===== src/common/kms_pkg.sv =====
package kms_pkg;
    // =========================================================
    // timing; divider and line length derived from the scan oscillator rate
    localparam int CLK_MHZ        = 100;
    localparam int OSC_MHZ        = 4;
    localparam int OSC_DIV        = CLK_MHZ / OSC_MHZ;
    localparam int LINE_TIME_US   = 200;
    localparam int LINE_OSC       = LINE_TIME_US * OSC_MHZ;
    localparam int SCAN_PERIOD_US = 25600;
    localparam int TEST_WIN_US    = 1600;
    localparam int DEBOUNCE_US    = 12800;
    localparam int FRAMES_PER_SCAN = SCAN_PERIOD_US / TEST_WIN_US;
    localparam int TEST1_FRAME    = 0;
    localparam int TEST2_FRAME    = DEBOUNCE_US / TEST_WIN_US;

    // =========================================================
    // geometry and widths
    localparam int NUM_LINES = 8;
    localparam int NUM_SENSE = 4;
    localparam int OSC_W     = 5;
    localparam int TICK_W    = 10;
    localparam int LINE_W    = 3;
    localparam int FRAME_W   = 4;
    localparam int DUTY_STEPS = 16;
    localparam int TEST_DUTY  = 7;

    localparam logic [NUM_SENSE-1:0] SENSE_IDLE  = 4'hf;
    localparam logic [7:0]           SEG_ALL_ON  = 8'hff;
    localparam logic [7:0]           SEG_ALL_OFF = 8'h00;

    // =========================================================
    // types
    typedef logic [NUM_SENSE-1:0][NUM_LINES-1:0] kms_bank_type;

    typedef struct packed {
        logic       valid;     // one-cycle read strobe
        logic       debounced; // 1: debounced bank, 0: pressed bank
        logic [1:0] idx;       // sense line a..d
    } kms_rd_type;

    typedef struct packed {
        logic       valid;     // one-cycle mask write strobe
        logic [1:0] idx;
        logic [7:0] data;
    } kms_wr_type;
endpackage


===== src/rtl/kms_sense_sync.sv =====
module kms_sense_sync
    import kms_pkg::*;
(
    input  wire logic                 clk_sys_in,   // system clock
    input  wire logic                 resetn_in,    // async reset, low
    input  wire logic [NUM_SENSE-1:0] pins_in,      // raw sense pins
    output logic      [NUM_SENSE-1:0] level_out     // settled levels
);
    typedef struct packed {
        logic [NUM_SENSE-1:0] s1;
        logic [NUM_SENSE-1:0] s2;
        logic [NUM_SENSE-1:0] s3;
        logic [NUM_SENSE-1:0] lvl;
    } kms_sync_type;

    kms_sync_type st_r;
    kms_sync_type st_nxt;

    // s1 feeds only s2; a bit moves once s2 and s3 agree
    always_comb begin
        st_nxt    = st_r;
        st_nxt.s1 = pins_in;
        st_nxt.s2 = st_r.s1;
        st_nxt.s3 = st_r.s2;
        for (int i = 0; i < NUM_SENSE; i++) begin
            if (st_r.s2[i] == st_r.s3[i]) begin
                st_nxt.lvl[i] = st_r.s3[i];
            end
        end
    end

    always_ff @(posedge clk_sys_in or negedge resetn_in) begin
        if (!resetn_in) begin
            st_r <= '{SENSE_IDLE, SENSE_IDLE, SENSE_IDLE, SENSE_IDLE};
        end else begin
            st_r <= st_nxt;
        end
    end

    assign level_out = st_r.lvl;
endmodule


===== src/rtl/kms_scan_top.sv =====
// How it works
// - every key is tested twice in each 25.6 ms scan period
// - first 1.6 ms test samples sense lines per low scan line
// - second 1.6 ms test sets debounced bit if key still closed
// - the two tests of a key are 12.8 ms apart
// - four write-only mask banks gate debounce events onto the irq
// - with scanning enabled, pressed status updates whatever the masks
// - debounced bit stays set until its bank is read
// - reading a debounced bank returns it, then clears it
// - unread debounced banks accumulate further events, no order kept
// - reading any debounced bank releases the interrupt pin
// - a held key reports once; it must be seen released first
// - pressed bit mirrors the key state at the latest test
// - reading a pressed bank changes nothing
// - display test lights all segments, overriding controls and shutdown
// - display test runs segments at 7/16 duty
// - the eight scan lines go low in turn, 200 us each
// - with scanning enabled the fifth port pin carries the interrupt
module kms_scan_top
    import kms_pkg::*;
#(
    parameter int OSC_DIV_CYC  = OSC_DIV,
    parameter int LINE_OSC_CYC = LINE_OSC
) (
    input  wire logic                 clk_sys_in,     // 100 MHz clock
    input  wire logic                 resetn_in,      // async reset, low
    input  wire logic                 scan_en_in,     // key scan enable
    input  wire logic [NUM_SENSE-1:0] sense_port_pins_in, // pins, low=closed
    input  wire kms_pkg::kms_rd_type  rd_in,          // status read strobe
    input  wire kms_pkg::kms_wr_type  mask_wr_in,     // mask bank write
    input  wire logic                 display_test_in, // display test mode
    input  wire logic                 shutdown_in,    // display shutdown
    input  wire logic [3:0]           intensity_in,   // normal duty, /16
    input  wire logic [7:0]           seg_data_in,    // bit7 = decimal_point
    input  wire logic                 gpio_pin5_in,   // gpio value for pin 5
    input  wire logic                 gpio_pin5_oe_n_in, // gpio enable, low
    output logic      [7:0]           rd_data_out,    // read data
    output logic [NUM_LINES-1:0]      scan_line_outputs_out, // low = active
    output logic      [7:0]           seg_out,        // bit7 = decimal_point
    output logic                      irq_pending_out, // interrupt level
    output logic                      interrupt_port_pin_out, // pin 5 value
    output logic                      interrupt_port_pin_oe_n_out // low=drive
);
    import kms_pkg::*;

    localparam int SLOT_CYC = (LINE_OSC_CYC >= DUTY_STEPS) ?
                              LINE_OSC_CYC / DUTY_STEPS : 1;

    // =========================================================
    // state
    typedef struct packed {
        logic [OSC_W-1:0]   osc_cnt;
        logic [TICK_W-1:0]  tick_cnt;
        logic [LINE_W-1:0]  line;
        logic [FRAME_W-1:0] frame;
        kms_bank_type       pressed;
        kms_bank_type       debounced;
        kms_bank_type       reported;
        kms_bank_type       mask;
        logic               irq;
        logic [7:0]         rd_data;
        logic [7:0]         seg;
    } kms_state_type;

    kms_state_type        st_r;
    kms_state_type        st_nxt;
    logic [NUM_SENSE-1:0] sense_lvl;
    logic                 osc_en;
    logic                 line_end;
    logic                 test1;
    logic                 test2;
    int                   slot;

    kms_sense_sync u_sync (
        .clk_sys_in (clk_sys_in),
        .resetn_in  (resetn_in),
        .pins_in    (sense_port_pins_in),
        .level_out  (sense_lvl)
    );

    // =========================================================
    // oscillator-rate timebase
    assign osc_en   = st_r.osc_cnt == OSC_W'(OSC_DIV_CYC - 1);
    assign line_end = osc_en &&
                      (st_r.tick_cnt == TICK_W'(LINE_OSC_CYC - 1));
    assign test1    = line_end && scan_en_in &&
                      (st_r.frame == FRAME_W'(TEST1_FRAME));
    assign test2    = line_end && scan_en_in &&
                      (st_r.frame == FRAME_W'(TEST2_FRAME));
    assign slot     = int'(st_r.tick_cnt) / SLOT_CYC;

    always_comb begin
        st_nxt = st_r;
        if (osc_en) begin
            st_nxt.osc_cnt  = '0;
            st_nxt.tick_cnt = st_r.tick_cnt + TICK_W'(1);
        end else begin
            st_nxt.osc_cnt  = st_r.osc_cnt + OSC_W'(1);
        end
        if (line_end) begin
            st_nxt.tick_cnt = '0;
            st_nxt.line     = st_r.line + LINE_W'(1);
            if (st_r.line == LINE_W'(NUM_LINES - 1)) begin
                if (st_r.frame == FRAME_W'(FRAMES_PER_SCAN - 1)) begin
                    st_nxt.frame = '0;
                end else begin
                    st_nxt.frame = st_r.frame + FRAME_W'(1);
                end
            end
        end

        // register-side accesses; clears first so key events win below
        if (mask_wr_in.valid) begin
            st_nxt.mask[mask_wr_in.idx] = mask_wr_in.data;
        end
        if (rd_in.valid) begin
            if (rd_in.debounced) begin
                st_nxt.rd_data = st_r.debounced[rd_in.idx];
                st_nxt.debounced[rd_in.idx] = '0;
                st_nxt.irq = 1'b0;
            end else begin
                st_nxt.rd_data = st_r.pressed[rd_in.idx];
            end
        end

        // key tests on the line that is low now
        for (int s = 0; s < NUM_SENSE; s++) begin
            if (test1 || test2) begin
                st_nxt.pressed[s][st_r.line] = !sense_lvl[s];
                if (sense_lvl[s]) begin
                    st_nxt.reported[s][st_r.line] = 1'b0;
                end
            end
            // a key closed at both tests and not yet reported
            if (test2 && !sense_lvl[s] && st_r.pressed[s][st_r.line] &&
                !st_r.reported[s][st_r.line]) begin
                st_nxt.debounced[s][st_r.line] = 1'b1;
                st_nxt.reported[s][st_r.line]  = 1'b1;
                if (st_r.mask[s][st_r.line]) begin
                    st_nxt.irq = 1'b1;
                end
            end
        end

        // segment drive; test mode ignores data, intensity and shutdown
        if (display_test_in) begin
            st_nxt.seg = (slot < TEST_DUTY) ? SEG_ALL_ON : SEG_ALL_OFF;
        end else if (shutdown_in || slot >= int'(intensity_in)) begin
            st_nxt.seg = SEG_ALL_OFF;
        end else begin
            st_nxt.seg = seg_data_in;
        end
    end

    always_ff @(posedge clk_sys_in or negedge resetn_in) begin
        if (!resetn_in) begin
            st_r <= '0;
        end else begin
            st_r <= st_nxt;
        end
    end

    // =========================================================
    // outputs
    assign rd_data_out           = st_r.rd_data;
    assign seg_out               = st_r.seg;
    assign irq_pending_out       = st_r.irq;
    // cathodes also serve the display, so they run even with scan off
    assign scan_line_outputs_out = ~(NUM_LINES'(1) << st_r.line);
    // open drain with scanning enabled: pin held low while an interrupt is pending; gpio otherwise
    assign interrupt_port_pin_out      = scan_en_in ? 1'b0 : gpio_pin5_in;
    assign interrupt_port_pin_oe_n_out = scan_en_in ? !st_r.irq :
                                         gpio_pin5_oe_n_in;
endmodule


===== config.mk =====
export PLATFORM = sky130hd
export DESIGN_NAME = kms_scan_top
export DESIGN_NICKNAME = d
export VERILOG_FILES = /design/src/common/kms_pkg.sv /design/src/rtl/kms_sense_sync.sv /design/src/rtl/kms_scan_top.sv
export SDC_FILE = /design/constraint.sdc
export NUM_CORES = 1
export LEC_CHECK = 0
export ABC_AREA = 0
export BUFFER_PORTS_ARGS = -buffer_cell sky130_fd_sc_hd__buf_2
export CORE_MARGIN = 2
export CORE_UTILIZATION = 60
export CTS_CLUSTER_DIAMETER = 80
export DETAILED_ROUTE_END_ITERATION = 16
export PLACE_DENSITY = 0.77
export SYNTH_ARGS = -nofsm -noshare
export SYNTH_HDL_FRONTEND = slang
export SYNTH_HIERARCHICAL = 1
export SYNTH_SLANG_ARGS = --single-unit

===== constraint.sdc =====
create_clock -name clk_sys_in -period 6.7 [get_ports clk_sys_in]
set_clock_uncertainty 0.05 [all_clocks]
set_input_delay 0.67 -clock clk_sys_in [delete_from_list [all_inputs] [get_ports clk_sys_in]]
set_output_delay 0.67 -clock clk_sys_in [all_outputs]
set_load 0.02 [all_outputs]

==> impl_metrics.py <==
metrics = {
    "cells_and_area": {
        "register_area_um2": 4600,
        "fin_nets": 984,
        "multi_input_area_um2": 4220,
        "final_cell_area_um2": 10200,
        "fillers": 1170,
        "diodes": 0,
        "drive_gt1_frac": 0.211,
        "syn_to_final_growth_pct": 9.41,
        "final_cells": 1129,
    },
    "sta": {
        "fin_crit_ns": 4.90,
        "hold_ws_ns": 0.283,
        "fmax_mhz": 204,
        "tightest_slew_ns": 1.11,
        "setup-tns-final_ns": 0,
        "layout_worst_path_cycle_share": 0.732,
        "setup_viol": 0,
        "hold_viol_final": 0,
        "slew_violations": 0,
        "timing.final.ws_setup_ns": 1.80,
        "relSlewSlack": 0.258,
        "rsz0062_at_grt": "false",
    },
    "clocking": {
        "hold_buffers": 0,
        "cts_tree": "done",
        "cts_setup_buffers": 0,
        "cts.sinks": 183,
        "clk_latency_ns": 0.43,
        "cts_resized": 0,
        "cts_root_buf": "clkbuf_16",
        "cts_max_level": 4,
        "clk_pin_slew_ns": 0.07,
        "cts_buffers": 17,
        "cts_buffer_depth": 2,
    },
    "placed_design": {
        "place_area_um2": 9570,
        "place_ws_ns": 1.88,
        "placed_cells": 1097,
        "numPortBuffers": 64,
        "routabilityCongestion": 0.932,
        "dp_hpwl_um": 14800,
    },
    "floorplanning": {
        "fp.dieArea_um2": 16500,
        "io-pin-count": 65,
        "num_rows": 45,
        "core_region_area_um2": 15100,
        "start_util": 0.613,
        "dieWidth_um": 128,
        "die_y_um": 128,
    },
    "critical_path": {
        "crit_path_end_kind": "flop",
        "crit_path_max_fanout": 19,
        "r2r_end": "seg_out[0]",
        "r2r_slack_ns": 1.80,
        "cp_data_arrival_time_ns": 5.21,
        "critPathKind": "reg -> reg",
        "startpoint_type": "flop",
        "cp.required_ns": 7.01,
        "r2r_start": "st_r[157]",
        "r2r_cells": 21,
    },
    "route": {
        "drt-pass1-iter-count": 5,
        "wire_per_inst_um": 19.0,
        "drt_iter0_drc": 754,
        "wirelength_um": 21500,
        "vias": 6877,
        "post-route-drc-count": 0,
        "vias_per_cell": 6.09,
        "antenna_left": 0,
    },
    "synthesis": {
        "synth_cell_type_count": 80,
        "yosys.area.top_type_share": 0.450,
        "ys_seq_elements": 183,
        "synth_nets": 955,
        "ys_warn_count": 6,
        "syn_inst": 899,
        "syn_area_um2": 9280,
        "syn_avg_cell_area_um2": 10.3,
        "synth_top_cell_by_area": "dfrtp_1",
        "synth_enable_flop_cells": 0,
        "synthFlopType": "dfrtp_1",
        "yosys-top-cells-count": "dfrtp_1, nand2_1, o21ai_0, nor2_1, a21o_1",
        "async_reset_ff_frac": 1.00,
        "yosysMostFrequentCell": "dfrtp_1",
        "yosys-top-cells-area": "dfrtp_1, nand2_1, dfstp_2",
        "seq_area_frac_synth": 0.496,
    },
    "grt": {
        "grt_pass1_wl_um": 34900,
        "overflow": 0,
        "grt.total_usage": 0.275,
        "antenna_found_initial": 0,
        "grt_pass1_vias": 6533,
        "grt_start_max_net_pins": 104,
    },
    "power": {
        "peakVddDrop_mv": 0.208,
        "p_leak_nw": 4.89,
        "power.density_nw_per_um2": 228,
    },
    "status": {
        "status": "completed",
    },
    "min_path": {
        "min_path_type": "in -> async",
    },
    "flow_run": {
        "cap_viol_max_count": 0,
    },
}
cell type report:
class	count	area share
Sequential cell	183	0.453
Multi-Input combinational cell	622	0.416
Clock buffer	21	0.0453
Timing Repair Buffer	74	0.0396
Tap cell	188	0.0232
Clock inverter	11	0.0122
Inverter	30	0.0111
state kept, by name, indices dropped and copies added, names as in the netlist:
signal / count
u_sync/st_nxt: 8
irq_pending_out: 1
rd_data_out: 8
u_sync/st_r: 4
seg_out: 8
st_r: 150
u_sync/level_out: 4
worst max-delay path, stage by stage (launching register included):
cell and delay (ns):
dfrtp_1 0.59, o31ai_2 0.41, inv_1 0.08, ha_1 0.34
o21a_4 0.27, nor3_4 0.28, inv_2 0.17, a21oi_4 0.21
nand2_1 0.12, a211oi_1 0.37, o21ai_0 0.28, xnor2_1 0.20
nand3_1 0.09, a21oi_1 0.16, ha_1 0.24, nand2b_1 0.14
a21oi_1 0.15, nor2b_1 0.05, o21ai_0 0.12, and3_1 0.32
nand2_1 0.09, nand3_1 0.08
kinds of logic after synthesis:
group	share of synthesized area
adder cells (fa/ha/maj)	0.0302
buffers and inverters	0.0503
multiplexers	0.0973
AO/OA/AOI/OAI	0.151
AND/OR/NAND/NOR	0.164
flip-flops	0.496
XOR/XNOR	0.0123
placed cells by master, fill, tap and decap left out, types with 17 or more instances in the layout:
cell,instances
nor2_1,61
dfrtp_1,167
a21o_1,49
nand3_1,29
inv_1,26
ha_1,18
o21ai_0,62
a21oi_1,26
clkbuf_16,17
nand2_1,140
mux2_2,34
buf_2,63
stage by stage:
| step | total power, W | util |
|---|---|---|
| global placement | 0.00134 | 0.632 |
| global route | 0.00239 | 0.670 |
| floorplan | 0.00129 | - |
| CTS | 0.00233 | 0.670 |
| finish | 0.00231 | 0.670 |
| detailed placement | 0.00134 | 0.632 |
worst max-delay path by stage:
stage	slack [ns]	to	cells past startpoint	startpoint
2_1_floorplan	2.44	seg_out[0]	23	st_r[157]
3_3_place_gp	2.01	seg_out[7]	21	st_r[157]
3_5_place_dp	1.88	seg_out[0]	21	st_r[157]
4_1_cts	1.86	seg_out[0]	21	st_r[157]
5_1_grt	1.28	seg_out[7]	21	st_r[157]
6_report	1.80	seg_out[0]	21	st_r[157]
metal layers:
metal / GRT usage / up-vias / part of all wire
li1: - / 3226 / -
met1: 0.398 / 3338 / 0.45
met2: 0.426 / 277 / 0.46
met3: 0.0453 / 36 / 0.064
met4: 0.0957 / 0 / 0.021
met5: 0 / - / 0
report_power, final:
part           leakage, nW  switching [W]  internal [W]
registers             2.38      0.0000341       0.00116
clock network        0.280       0.000424      0.000571
logic                 2.24      0.0000694     0.0000574
(Power assumes the default switching activity.)
